<file path="config.mk">
export PLATFORM = sky130hd
export DESIGN_NAME = cfs_sequencer
export DESIGN_NICKNAME = d
export VERILOG_FILES = /design/src/cfs_pkg.sv /design/src/cfs_branch_if.sv /design/src/cfs_sequencer.sv /design/src/cfs_branch_adder.sv /design/src/cfs_vector_sel.sv
export SDC_FILE = /design/constraint.sdc
export NUM_CORES = 1
export LEC_CHECK = 0
export ABC_AREA = 1
export BUFFER_PORTS_ARGS = -buffer_cell sky130_fd_sc_hd__buf_2
export CORE_UTILIZATION = 35
export CTS_CLUSTER_SIZE = 30
export DETAILED_ROUTE_END_ITERATION = 8
export PLACE_DENSITY = 0.58
export SLEW_MARGIN = 25
export SYNTH_ARGS = -nofsm -noshare
export SYNTH_HDL_FRONTEND = slang
export SYNTH_SLANG_ARGS = --single-unit
export TNS_END_PERCENT = 10
</file>
<file path="constraint.sdc">
create_clock -name clk -period 3.6 [get_ports clk]
set_input_delay 0 -clock clk [delete_from_list [all_inputs] [get_ports clk]]
set_output_delay 0 -clock clk [all_outputs]
set_load 0.005 [all_outputs]
</file>
<file path="src/cfs_pkg.sv">
/*
  Shared constants and types for the control-flow bus sequencer.
  Assumes a byte-wide memory on a 16-bit address bus, answered in-cycle.
*/
`default_nettype none
package cfs_pkg;
  // ==========================================
  // bus map
  localparam logic [7:0] STACK_PAGE = 8'h01;
  localparam logic [15:0] PC_RESET = 16'h0000;
  localparam logic [7:0] SP_RESET = 8'hFF;
  localparam logic [7:0] P_RESET = 8'h04;
  localparam logic [15:0] VEC_NMI_LO = 16'hFFFA;
  localparam logic [15:0] VEC_NMI_HI = 16'hFFFB;
  localparam logic [15:0] VEC_RST_LO = 16'hFFFC;
  localparam logic [15:0] VEC_RST_HI = 16'hFFFD;
  localparam logic [15:0] VEC_IRQ_LO = 16'hFFFE;
  localparam logic [15:0] VEC_IRQ_HI = 16'hFFFF;
  // ==========================================
  // status byte
  localparam int P_N = 7;
  localparam int P_V = 6;
  localparam int P_I = 2;
  localparam int P_Z = 1;
  localparam int P_C = 0;
  localparam logic [7:0] P_U_MASK = 8'h20;
  localparam logic [7:0] P_B_MASK = 8'h10;
  // ==========================================
  // opcodes
  localparam logic [7:0] OPC_BREAK = 8'h00;
  localparam logic [7:0] OPC_CALL = 8'h20;
  localparam logic [7:0] OPC_RET_INT = 8'h40;
  localparam logic [7:0] OPC_RET_SUB = 8'h60;
  localparam logic [7:0] OPC_JUMP_ABS = 8'h4C;
  localparam logic [7:0] OPC_JUMP_IND = 8'h6C;
  localparam logic [7:0] BR_MASK = 8'h1F;
  localparam logic [7:0] BR_MATCH = 8'h10;
  localparam int BR_SEL_HI = 7;
  localparam int BR_SEL_LO = 6;
  localparam int BR_SENSE = 5;
  // ==========================================
  // types
  typedef enum logic [2:0] {ST_T0, ST_T1, ST_T2, ST_T3, ST_T4, ST_T5, ST_T6} cfs_state_e;
  typedef enum logic [2:0] {OP_CALL, OP_BRK, OP_RTI, OP_JABS, OP_JIND, OP_RTS, OP_BR, OP_OTHER} cfs_op_e;
  typedef enum logic [1:0] {SRC_BRK, SRC_IRQ, SRC_NMI, SRC_RST} cfs_src_e;
  typedef struct packed {
    cfs_state_e state;
    cfs_op_e op;
    cfs_src_e src;
    logic [7:0] opcode;
    logic [15:0] pc;
    logic [7:0] sp;
    logic [7:0] p;
    logic [7:0] tgtLow;
    logic [7:0] ptrLow;
    logic [7:0] ptrHigh;
    logic crossed;
    logic rstPend;
    logic [1:0] irqSync;
    logic [1:0] nmiSync;
    logic nmiOld;
    logic nmiPend;
    logic [15:0] addr;
    logic rd;
    logic [7:0] dout;
    logic doutEn;
    logic fetch;
  } cfs_seq_s;
endpackage
`default_nettype wire

</file>
<file path="src/cfs_branch_if.sv">
/*
  Branch address adder hookup between sequencer and adder.
  Assumes one producer (sequencer) and one purely combinational adder.
*/
`default_nettype none
interface cfs_branch_if;
  logic [15:0] base;
  logic [7:0] offset;
  logic [7:0] sumLow;
  logic [7:0] fixHigh;
  logic crossed;
  modport user(output base, output offset, input sumLow, input fixHigh, input crossed);
  modport unit(input base, input offset, output sumLow, output fixHigh, output crossed);
endinterface
`default_nettype wire

</file>
<file path="src/cfs_sequencer.sv">
/*
  Bus sequencer for the control-transfer instructions of an 8-bit core.
  Assumes memory returns read data in the same cycle the address is shown.
*/
// Function
// RQ1 - call: six cycles, dummy stack read third
// RQ2 - call pushes high then low byte, writing
// RQ3 - call reads target high last, then jumps
// RQ4 - break: seven cycles, interrupt reuses pc
// RQ5 - fetch cycle reads or forces break
// RQ6 - break pushes high, low, status consecutively
// RQ7 - sixth cycle reads vector low by source
// RQ8 - seventh cycle reads vector high, then jumps
// RQ9 - return interrupt: six cycles, two dummy reads
// RQ10 - pulls status, low, high then fetches
// RQ11 - absolute jump: three cycles to target
// RQ12 - indirect jump: pointer high byte never carries
// RQ13 - return subroutine: dummy reads, pulls low, high
// RQ14 - dummy read at restored, fetch plus one
// RQ15 - branch not taken finishes in two cycles
// RQ16 - taken branch reads target without carry
// RQ17 - page crossing adds corrected-address cycle
// RQ18 - stack pointer down per write, up per read
`default_nettype none
module cfs_sequencer import cfs_pkg::*; (
  // clock and reset
  input wire logic clk,
  input wire logic rst_b,
  // interrupt pins
  input wire logic irq_b,
  input wire logic nmi_b,
  // data bus
  input wire logic [7:0] dataIn,
  output logic [7:0] dataOut,
  output logic dataOutEn,
  // address and strobes
  output logic [15:0] addrBus,
  output logic busRead,
  output logic opFetch
);
  localparam cfs_seq_s SEQ_RESET = '{state: ST_T0, op: OP_OTHER, src: SRC_RST,
    pc: PC_RESET, sp: SP_RESET, p: P_RESET, rstPend: 1'b1, irqSync: 2'b11,
    nmiSync: 2'b11, nmiOld: 1'b1, addr: PC_RESET, rd: 1'b1, fetch: 1'b1, default: '0};

  cfs_seq_s r;
  cfs_seq_s n;
  logic irqAct;
  logic nmiEdge;
  logic takeNmi;
  logic taken;
  logic [15:0] pcPush;
  logic [15:0] vecLow;
  logic [15:0] vecHigh;
  cfs_branch_if brBus();

  // ==========================================
  // helpers
  function automatic cfs_seq_s goFetch(input cfs_seq_s s, input logic [15:0] a);
    cfs_seq_s t;
    t = s;
    t.addr = a;
    t.pc = a;
    t.fetch = 1'b1;
    t.state = ST_T0;
    return t;
  endfunction
  // reset entry walks the stack cycles as reads, so memory is left alone
  function automatic cfs_seq_s push(input cfs_seq_s s, input logic [7:0] d, input logic quiet);
    cfs_seq_s t;
    t = s;
    t.addr = {STACK_PAGE, s.sp};
    t.sp = s.sp - 8'h01;
    t.rd = quiet;
    t.doutEn = !quiet;
    t.dout = d;
    return t;
  endfunction
  function automatic cfs_seq_s pull(input cfs_seq_s s);
    cfs_seq_s t;
    t = s;
    t.sp = s.sp + 8'h01;
    t.addr = {STACK_PAGE, s.sp + 8'h01};
    return t;
  endfunction
  function automatic cfs_op_e decode(input logic [7:0] opc);
    cfs_op_e o;
    case (opc)
      OPC_BREAK: o = OP_BRK;
      OPC_CALL: o = OP_CALL;
      OPC_RET_INT: o = OP_RTI;
      OPC_RET_SUB: o = OP_RTS;
      OPC_JUMP_ABS: o = OP_JABS;
      OPC_JUMP_IND: o = OP_JIND;
      default: o = ((opc & BR_MASK) == BR_MATCH) ? OP_BR : OP_OTHER;
    endcase
    return o;
  endfunction
  function automatic logic branchTaken(input logic [7:0] opc, input logic [7:0] p);
    logic f;
    case (opc[BR_SEL_HI:BR_SEL_LO])
      2'b00: f = p[P_N];
      2'b01: f = p[P_V];
      2'b10: f = p[P_C];
      default: f = p[P_Z];
    endcase
    return f == opc[BR_SENSE];
  endfunction

  // ==========================================
  // submodules
  assign brBus.base = r.pc + 16'h0001;
  assign brBus.offset = dataIn;
  cfs_branch_adder uAdder (
    .br(brBus)
  );
  cfs_vector_sel uVector (
    .src(r.src),
    .vecLow(vecLow),
    .vecHigh(vecHigh)
  );

  // ==========================================
  // next state
  always_comb begin
    n = r;
    irqAct = !r.irqSync[1] && !r.p[P_I];
    nmiEdge = r.nmiOld && !r.nmiSync[1];
    takeNmi = 1'b0;
    taken = 1'b0;
    pcPush = (r.src == SRC_BRK) ? r.pc + 16'h0001 : r.pc;
    n.irqSync = {r.irqSync[0], irq_b};
    n.nmiSync = {r.nmiSync[0], nmi_b};
    n.nmiOld = r.nmiSync[1];
    n.fetch = 1'b0;
    n.rd = 1'b1;
    n.doutEn = 1'b0;
    n.state = ST_T0;
    case (r.state)
      ST_T0: begin
        n.state = ST_T1;
        n.opcode = dataIn;
        if (r.rstPend || r.nmiPend || irqAct) begin
          n.op = OP_BRK; // [RQ5]
          n.src = r.rstPend ? SRC_RST : (r.nmiPend ? SRC_NMI : SRC_IRQ);
          takeNmi = !r.rstPend && r.nmiPend;
          n.rstPend = 1'b0;
          n.addr = r.pc; // [RQ4]
        end else begin
          n.op = decode(dataIn); // [RQ5]
          n.src = SRC_BRK;
          n.pc = r.pc + 16'h0001;
          n.addr = r.pc + 16'h0001;
        end
      end
      ST_T1: begin
        n.state = ST_T2;
        case (r.op)
          OP_CALL: begin
            n.tgtLow = dataIn;
            n.pc = r.pc + 16'h0001;
            n.addr = {STACK_PAGE, r.sp}; // [RQ1]
          end
          OP_BRK: begin
            n.pc = pcPush;
            n = push(n, pcPush[15:8], r.src == SRC_RST); // [RQ6] [RQ18]
          end
          OP_RTI, OP_RTS: begin
            n.addr = {STACK_PAGE, r.sp}; // [RQ9] [RQ13]
          end
          OP_JABS, OP_JIND: begin
            n.ptrLow = dataIn;
            n.pc = r.pc + 16'h0001;
            n.addr = r.pc + 16'h0001; // [RQ11] [RQ12]
          end
          OP_BR: begin
            taken = branchTaken(r.opcode, r.p);
            n.pc = brBus.base;
            n.ptrHigh = brBus.fixHigh;
            n.crossed = brBus.crossed;
            if (taken) begin
              n.addr = {brBus.base[15:8], brBus.sumLow}; // [RQ16]
            end else begin
              n = goFetch(n, brBus.base); // [RQ15]
            end
          end
          default: n = goFetch(n, r.pc);
        endcase
      end
      ST_T2: begin
        n.state = ST_T3;
        case (r.op)
          OP_CALL: n = push(n, r.pc[15:8], 1'b0); // [RQ2] [RQ18]
          OP_BRK: n = push(n, r.pc[7:0], r.src == SRC_RST); // [RQ6]
          OP_RTI, OP_RTS: n = pull(n); // [RQ10] [RQ13] [RQ18]
          OP_JABS: n = goFetch(n, {dataIn, r.ptrLow}); // [RQ11]
          OP_JIND: begin
            n.ptrHigh = dataIn;
            n.addr = {dataIn, r.ptrLow}; // [RQ12]
          end
          OP_BR: begin
            if (r.crossed) begin
              n.addr = {r.ptrHigh, r.addr[7:0]}; // [RQ17]
            end else begin
              n = goFetch(n, r.addr); // [RQ16]
            end
          end
          default: n = goFetch(n, r.pc);
        endcase
      end
      ST_T3: begin
        n.state = ST_T4;
        case (r.op)
          OP_CALL: n = push(n, r.pc[7:0], 1'b0); // [RQ2]
          OP_BRK: begin
            n = push(n, (r.p & ~P_B_MASK) | P_U_MASK | ((r.src == SRC_BRK) ? P_B_MASK : 8'h00),
              r.src == SRC_RST); // [RQ6]
          end
          OP_RTI: begin
            n.p = dataIn;
            n = pull(n); // [RQ10]
          end
          OP_RTS: begin
            n.tgtLow = dataIn;
            n = pull(n); // [RQ13]
          end
          OP_JIND: begin
            n.tgtLow = dataIn;
            n.addr = {r.ptrHigh, r.ptrLow + 8'h01}; // [RQ12]
          end
          OP_BR: n = goFetch(n, r.addr); // [RQ17]
          default: n = goFetch(n, r.pc);
        endcase
      end
      ST_T4: begin
        n.state = ST_T5;
        case (r.op)
          OP_CALL: n.addr = r.pc; // [RQ3]
          OP_BRK: begin
            n.addr = vecLow; // [RQ7]
            n.p[P_I] = 1'b1;
          end
          OP_RTI: begin
            n.tgtLow = dataIn;
            n = pull(n); // [RQ10]
          end
          OP_RTS: begin
            n.pc = {dataIn, r.tgtLow};
            n.addr = {dataIn, r.tgtLow}; // [RQ14]
          end
          OP_JIND: n = goFetch(n, {dataIn, r.tgtLow}); // [RQ12]
          default: n = goFetch(n, r.pc);
        endcase
      end
      ST_T5: begin
        case (r.op)
          OP_CALL: n = goFetch(n, {dataIn, r.tgtLow}); // [RQ3]
          OP_BRK: begin
            n.state = ST_T6;
            n.tgtLow = dataIn;
            n.addr = vecHigh; // [RQ8]
          end
          OP_RTI: n = goFetch(n, {dataIn, r.tgtLow}); // [RQ10]
          OP_RTS: n = goFetch(n, r.pc + 16'h0001); // [RQ14]
          default: n = goFetch(n, r.pc);
        endcase
      end
      ST_T6: n = goFetch(n, {dataIn, r.tgtLow}); // [RQ8]
      default: n = goFetch(n, r.pc);
    endcase
    // an edge in the same cycle as the take stays pending
    n.nmiPend = (r.nmiPend && !takeNmi) || nmiEdge;
  end

  always_ff @(posedge clk) begin
    if (!rst_b) begin
      r <= SEQ_RESET;
    end else begin
      r <= n;
    end
  end

  assign addrBus = r.addr;
  assign busRead = r.rd;
  assign dataOut = r.dout;
  assign dataOutEn = r.doutEn;
  assign opFetch = r.fetch;
endmodule
`default_nettype wire

</file>
<file path="src/cfs_branch_adder.sv">
/*
  Signed branch offset adder: low byte sum without carry and corrected high byte.
  Assumes the offset is two's complement and base is the address after the offset byte.
*/
`default_nettype none
module cfs_branch_adder (
  // adder operands and results
  cfs_branch_if.unit br
);
  logic [8:0] lowSum;
  logic [7:0] adjust;

  // ==========================================
  // page correction
  always_comb begin
    lowSum = {1'b0, br.base[7:0]} + {1'b0, br.offset};
    adjust = 8'h00;
    if (lowSum[8] && !br.offset[7]) begin
      adjust = 8'h01;
    end else if (!lowSum[8] && br.offset[7]) begin
      adjust = 8'hFF;
    end
  end

  assign br.sumLow = lowSum[7:0];
  assign br.fixHigh = br.base[15:8] + adjust;
  assign br.crossed = (adjust != 8'h00);
endmodule
`default_nettype wire

</file>
<file path="src/cfs_vector_sel.sv">
/*
  Interrupt vector address pair per entry source.
  Assumes software break shares the maskable interrupt vector.
*/
`default_nettype none
module cfs_vector_sel import cfs_pkg::*; (
  // entry source
  input wire cfs_src_e src,
  // vector addresses
  output logic [15:0] vecLow,
  output logic [15:0] vecHigh
);
  // ==========================================
  // selection
  always_comb begin
    case (src)
      SRC_NMI: begin
        vecLow = VEC_NMI_LO;
        vecHigh = VEC_NMI_HI;
      end
      SRC_RST: begin
        vecLow = VEC_RST_LO;
        vecHigh = VEC_RST_HI;
      end
      default: begin
        vecLow = VEC_IRQ_LO;
        vecHigh = VEC_IRQ_HI;
      end
    endcase
  end
endmodule
`default_nettype wire

</file>
Word-level counts from Yosys, hierarchy flattened
Index checks and enable logic that the tools add are counted.
{"block": "totals", "output_inout_bits": 27, "input_bits": 12, "register_bits": 107}
{"block": "classes", "mux": 59, "bitwise": 12, "add_sub_neg": 6, "reduce_logical": 53, "eq_ne": 59}
{"cell": "one-hot mux 63 bit (5 select lines)", "count": 1}
{"cell": "one-hot mux 48 bit (5 select lines)", "count": 1}
{"cell": "one-hot mux 32 bit (7 select lines)", "count": 1}
{"cell": "one-hot mux 41 bit (5 select lines)", "count": 1}
{"cell": "one-hot mux 16 bit (3 select lines)", "count": 4}
{"cell": "2-to-1 mux 79 bit", "count": 2}
{"cell": "one-hot mux 16 bit (4 select lines)", "count": 2}
{"cell": "one-hot mux 16 bit (7 select lines)", "count": 1}
{"cell": "2-to-1 mux 16 bit", "count": 6}
{"cell": "one-hot mux 11 bit (3 select lines)", "count": 2}
{"cell": "one-hot mux 11 bit (6 select lines)", "count": 1}
{"cell": "one-hot mux 32 bit (2 select lines)", "count": 1}
{"cell": "2-to-1 mux 8 bit", "count": 6}
{"cell": "one-hot mux 8 bit (2 select lines)", "count": 3}
{"cell": "one-hot mux 11 bit (4 select lines)", "count": 1}
{"cell": "equality test 8 x 7 -> 1 bit, second input constant", "count": 4}
{"cell": "2-to-1 mux 32 bit", "count": 1}
{"cell": "inequality test 2 bit, second input constant", "count": 16}
{"cell": "one-hot mux 16 bit (2 select lines)", "count": 1}
{"cell": "one-hot mux 15 bit (2 select lines)", "count": 1}
{"cell": "AND reduction 7 bit", "count": 4}
{"cell": "AND reduction 12 bit", "count": 2}
{"cell": "inequality test 2 x 1 -> 1 bit, second input constant", "count": 10}
{"cell": "AND reduction 10 bit", "count": 2}
{"cell": "other kinds (50)", "count": 115}

Depth between registers and ports, before layout
{"block": "depth", "depth_word": 10, "mapped_depth": 28, "depth_no_buf": 27}

Hierarchy
Synthesis repeated with hierarchy kept, for this count alone.
{"block": "hier_totals", "cells_unflattened": 1559, "hier_area_um2": 9494.1}
{"mod": "cfs_sequencer", "cells_each": 1405, "instances": 1, "area_each_um2": 8506.9, "seq_area_each_um2": 2001.9}
{"mod": "cfs_branch_adder", "cells_each": 119, "instances": 1, "area_each_um2": 743.2, "seq_area_each_um2": 0.0}
{"mod": "cfs_vector_sel", "cells_each": 35, "instances": 1, "area_each_um2": 244.0, "seq_area_each_um2": 0.0}

Worst setup path after synthesis
OpenSTA, ideal clock, no wires.
{"block": "synth_timing", "kind": "register -> register", "startpoint": "register r[76] in the netlist's numbering", "endpoint": "register r[41] in the netlist's numbering", "slack_ps": 136, "t_required_ps": 3478, "arrival_ps": 3343, "setup_time_ps": 122, "stages_incl_launch_ff": 26, "path_cell_list": "dfxtp_1 -> clkbuf_2 -> nand3_1 -> o21ai_0 -> nand2_1 -> ha_1 -> a21oi_1 -> nand3_1 -> nand2_1 -> nand2_1 -> a21oi_1 -> ha_1 -> inv_1 -> ha_1 -> inv_1 -> fa_1 -> inv_1 -> nand2_1 -> nand2_1 -> nand2_1 -> nand2_1 -> a21oi_1 -> o21bai_1 -> a21oi_1 -> o21ai_0 -> a21oi_1"}
{"block": "synth_between", "elab_chain_len": 10, "word_cells_on_any_way": 11, "classes_between": "3 x add/sub; 5 x mux; 3 x reduce/logical"}
{"item": "from (decl)", "line": "cfs_sequencer.sv:45", "rtl": "cfs_seq_s r;"}
{"item": "from (signal assigned)", "line": "cfs_sequencer.sv:278", "rtl": "r <= n;"}
{"item": "adder 16 x 1 -> 16 bit *", "line": "cfs_sequencer.sv:111", "rtl": "assign brBus.base = r.pc + 16'h0001;"}
{"item": "adder 8 x 8 -> 9 bit", "line": "cfs_branch_adder.sv:16", "rtl": "lowSum = {1'b0, br.base[7:0]} + {1'b0, br.offset};"}
{"item": "zero test 1 bit", "line": "cfs_branch_adder.sv:20", "rtl": "end else if (!lowSum[8] && br.offset[7]) begin"}
{"item": "logical AND 1 bit", "line": "cfs_branch_adder.sv:20"}
{"item": "2-to-1 mux 8 bit", "line": "cfs_branch_adder.sv:20"}
{"item": "2-to-1 mux 8 bit", "line": "cfs_branch_adder.sv:18", "rtl": "if (lowSum[8] && !br.offset[7]) begin"}
{"item": "adder 8 bit *", "line": "cfs_branch_adder.sv:26", "rtl": "assign br.fixHigh = br.base[15:8] + adjust;"}
{"item": "2-to-1 mux 79 bit *", "line": "cfs_sequencer.sv:180", "rtl": "if (taken) begin"}
{"item": "2-to-1 mux 16 bit *", "line": "cfs_sequencer.sv:157", "rtl": "case (r.op)"}
{"item": "one-hot mux 41 bit (5 select lines) *", "line": "cfs_sequencer.sv:138", "rtl": "case (r.state)"}
Every way passes the cells marked *; elsewhere a longest branch is shown, timed or not. The select of a mux whose other input is x is not followed.
A chain may end at the register's enable or synchronous reset.

Worst setup path after layout
Same ends and word-level chain as after synthesis.

==> impl_metrics.env <==
export IMPL_min_delay_worst_endpoint="r[69]$_SDFFE_PN1P_"
export IMPL_critical_path_required_ns=3.88
export IMPL_ff2ff_path_depth=25
export IMPL_ir_worst_vdd_mv=0.2523
export IMPL_area_occupied_by_multi_input_gates_um2=6394
export IMPL_r2r_end="r[41]$_SDFFE_PN0P_"
export IMPL_number_of_buffer_cells_added_on_primary_ports=38
export IMPL_yosys_warnings=0
export IMPL_leading_area_contributor_after_synthesis="sky130_fd_sc_hd__dfxtp_1"
export IMPL_power_leakage_nw=4.999
export IMPL_worst_margin_pin_slew_ns=1.042
export IMPL_clk_path_buf_depth=2
export IMPL_start_util=0.3551
export IMPL_finalWeightedCongestion=0.9985
export IMPL_layout_cells_sized_above_1=0.1465
export IMPL_worst_hold_startpoint="rst_b"
export IMPL_postSynthCellCount=1620
export IMPL_post_drt_wl_per_cell_um=22.67
export IMPL_number_of_rows_created_at_floorplan=59
export IMPL_period_minus_slack_ns=3.443
export IMPL_route_antenna_remaining_nets=0
export IMPL_grt_pass1_wl_um=68140
export IMPL_timing_final_setup_violations=0
export IMPL_hold_path_depth=2
export IMPL_viasPerCell=5.943
export IMPL_fin_crit_sh=0.9563
export IMPL_cts_buffers=9
export IMPL_number_of_antenna_violations_at_the_first_check_in_global_routing=0
export IMPL_chipHeight_um=164.4
export IMPL_setup_total_negative_slack_ns=0
export IMPL_post_route_drc_count=0
export IMPL_post_synth_num_cell_types=47
export IMPL_largest_net_degree_at_the_start_of_global_routing=36
export IMPL_slowest_delay_ns=0.37
export IMPL_final_fill_count=2886
export IMPL_kind_of_critical_path="reg2reg"
export IMPL_design_die_area_um2=27020
export IMPL_core_um2=25980
export IMPL_synth_edf_count=0
export IMPL_clk_insertion_delay_late_ns=0.38
export IMPL_ys_ff_latch=100
export IMPL_insertedDiodeCount=0
export IMPL_clock_sinks=100
export IMPL_min_path_type="in2reg"
export IMPL_tritoncts="built"
export IMPL_ios=39
export IMPL_slew_limit_headroom=0.3027
export IMPL_drt_first_pass_iters=6
export IMPL_final_max_slew_violation_count=0
export IMPL_syn_nets=1656
export IMPL_cts_htree_levels=3
export IMPL_hold_viol_final=0
export IMPL_synth_seq_area_share=0.2169
export IMPL_rsz_0062_raised_after_global_routing="yes"
export IMPL_finalClockSkew_ns=0.01661
export IMPL_timing_reg2reg_setup_slack_ns=0.16
export IMPL_synth_top_cell_area_share=0.2169
export IMPL_hold_worst_slack_ns=0.1164
export IMPL_run_status="completed"
export IMPL_async_reset_ff_frac=0
export IMPL_report_power_total_mw=4.500
export IMPL_cp_end_kind="register"
export IMPL_detailedPlacementHpwl_um=34180
export IMPL_cts_root_buffer_cell="sky130_fd_sc_hd__clkbuf_16"
export IMPL_mean_area_per_synthesized_cell_um2=5.696
export IMPL_areaGrowthSynthToFinish_pct=16.41
export IMPL_ys_top_cells_by_area="sky130_fd_sc_hd__dfxtp_1, sky130_fd_sc_hd__nand2_1, sky130_fd_sc_hd__a21oi_1"
export IMPL_post_synth_instance_area_um2=9228
export IMPL_critical_path_arrival_ns=3.72
export IMPL_dieWidth_um=164.4
export IMPL_critical_path_max_fanout=5
export IMPL_yosys_top_cells_count="sky130_fd_sc_hd__nand2_1, sky130_fd_sc_hd__a21oi_1, sky130_fd_sc_hd__nor2_1, sky130_fd_sc_hd__o21ai_0, sky130_fd_sc_hd__inv_1"
export IMPL_drt_initial_drc_count=1583
export IMPL_critical_path_startpoint_type="register"
export IMPL_routed_wl_um=45980
export IMPL_power_density_nw_per_um2=418.9
export IMPL_timing_max_cap_violations=0
export IMPL_sequential_cell_area_um2=2016
export IMPL_grt_overflow_total=0
export IMPL_dpl_instance_area_um2=10100
export IMPL_postLayoutCoreUtil=0.4134
export IMPL_vias=12050
export IMPL_r2r_start="r[76]$_SDFFE_PN0P_"
export IMPL_first_global_vias=11020
export IMPL_timing_critical_path_slowest_stage_cell="sky130_fd_sc_hd__dfxtp_4"
export IMPL_yosysMostFrequentCell="sky130_fd_sc_hd__nand2_1"
export IMPL_globalRouteTotalUtil=0.3430
export IMPL_fin_area_um2=10740
export IMPL_ys_dominant_reg_cell="sky130_fd_sc_hd__dfxtp_1"
export IMPL_highest_attainable_clock_frequency_ghz=0.2905
export IMPL_clk_transition_reported_paths_ns=0.09
export IMPL_final_net_count=1724
[where the power goes]
part	leakage [nW]	internal [mW]	total (mW)	switching, mW
clock	0.136	0.493	1.01	0.520
combinational	4.04	0.699	2.08	1.38
sequential	0.822	1.22	1.40	0.184
[worst max-delay path: cells and delay by family, from the launching register on]
family / cells / cell delay (ns)
xor gates and xnor gates: 1 / 0.22
adders and majority gates: 5 / 1.05
AOI/OAI and AO/OA: 6 / 0.62
and+or+nand+nor: 8 / 0.62
DFF: 1 / 0.37
buffers and inverters: 5 / 0.45
[final cells by class]
| cell class | count | area share |
|---|---|---|
| clock buffers | 11 | 0.02260 |
| clock inverters | 5 | 0.003261 |
| inverters | 151 | 0.05300 |
| multi-input cells | 1275 | 0.5952 |
| flip-flops and latches | 100 | 0.1877 |
| well taps | 335 | 0.03902 |
| repair buffers | 151 | 0.09924 |
[sequential cells by signal, indices dropped and copies added, names as in the netlist]
| register | flops |
|---|---|
| dataOutEn | 1 |
| addrBus | 16 |
| busRead | 1 |
| opFetch | 1 |
| dataOut | 8 |
| r | 73 |
[kinds of logic (layout without fill, tap and decap cells)]
group / count (synthesis) / after routing / share of synthesized area
flip-flops: 100 / 100 / 0.2169
XOR/XNOR: 13 / 13 / 0.01234
AND/OR/NAND/NOR: 837 / 837 / 0.3840
adder cells (fa/ha/maj): 24 / 24 / 0.03417
AO/OA/AOI/OAI: 401 / 401 / 0.2388
buffers and inverters: 245 / 318 / 0.1138
[worst max path at each step]
stage	startpoint	to
detailed placement	r[76]$_SDFFE_PN0P_	r[41]$_SDFFE_PN0P_
floorplan	r[76]$_SDFFE_PN0P_	r[41]$_SDFFE_PN0P_
global route	r[76]$_SDFFE_PN0P_	r[41]$_SDFFE_PN0P_
CTS	r[76]$_SDFFE_PN0P_	r[41]$_SDFFE_PN0P_
finish	r[76]$_SDFFE_PN0P_	r[41]$_SDFFE_PN0P_
global placement	r[76]$_SDFFE_PN0P_	r[41]$_SDFFE_PN0P_
[per-stage QoR]
step	std cells	worst slack [ns]
2_1_floorplan	1620	0.1357
3_3_place_gp	1998	-0.2139
3_5_place_dp	1998	-0.2714
4_1_cts	2025	0.02906
5_1_grt	2028	-0.06721
6_report	2028	0.1572
[cells in the final DEF, fill, tap and decap left out, types with 11 or more instances in the layout]
master                     instances
sky130_fd_sc_hd__o211ai_1         17
sky130_fd_sc_hd__dfxtp_1          95
sky130_fd_sc_hd__ha_1             14
sky130_fd_sc_hd__buf_2            38
sky130_fd_sc_hd__inv_1           126
sky130_fd_sc_hd__nand3_1         127
sky130_fd_sc_hd__o22ai_1          23
sky130_fd_sc_hd__nand2_1         463
sky130_fd_sc_hd__nor2_1          157
sky130_fd_sc_hd__a21oi_1         157
sky130_fd_sc_hd__a22oi_1          11
sky130_fd_sc_hd__o21ai_0         150
sky130_fd_sc_hd__buf_4           106
sky130_fd_sc_hd__inv_2            19
sky130_fd_sc_hd__nand2_2          16
sky130_fd_sc_hd__nand4_1          31
[routing by layer]
layer,up-vias,global-route usage,share of wire
li1,5526,-,-
met1,5526,0.4332,0.39
met2,793,0.5315,0.43
met3,208,0.06806,0.11
met4,0,0.2206,0.071
met5,-,0,0
[timing repair]
item                       in CTS  in global routing
setup endpoints to repair       5                  4
pin swaps                      19                 17
setup buffers                   9                  3
hold endpoints to repair        2                  0
hold buffers                    2                  0
gates resized for setup        47                 15
No activity file was read; power rests on OpenSTA's default activity.
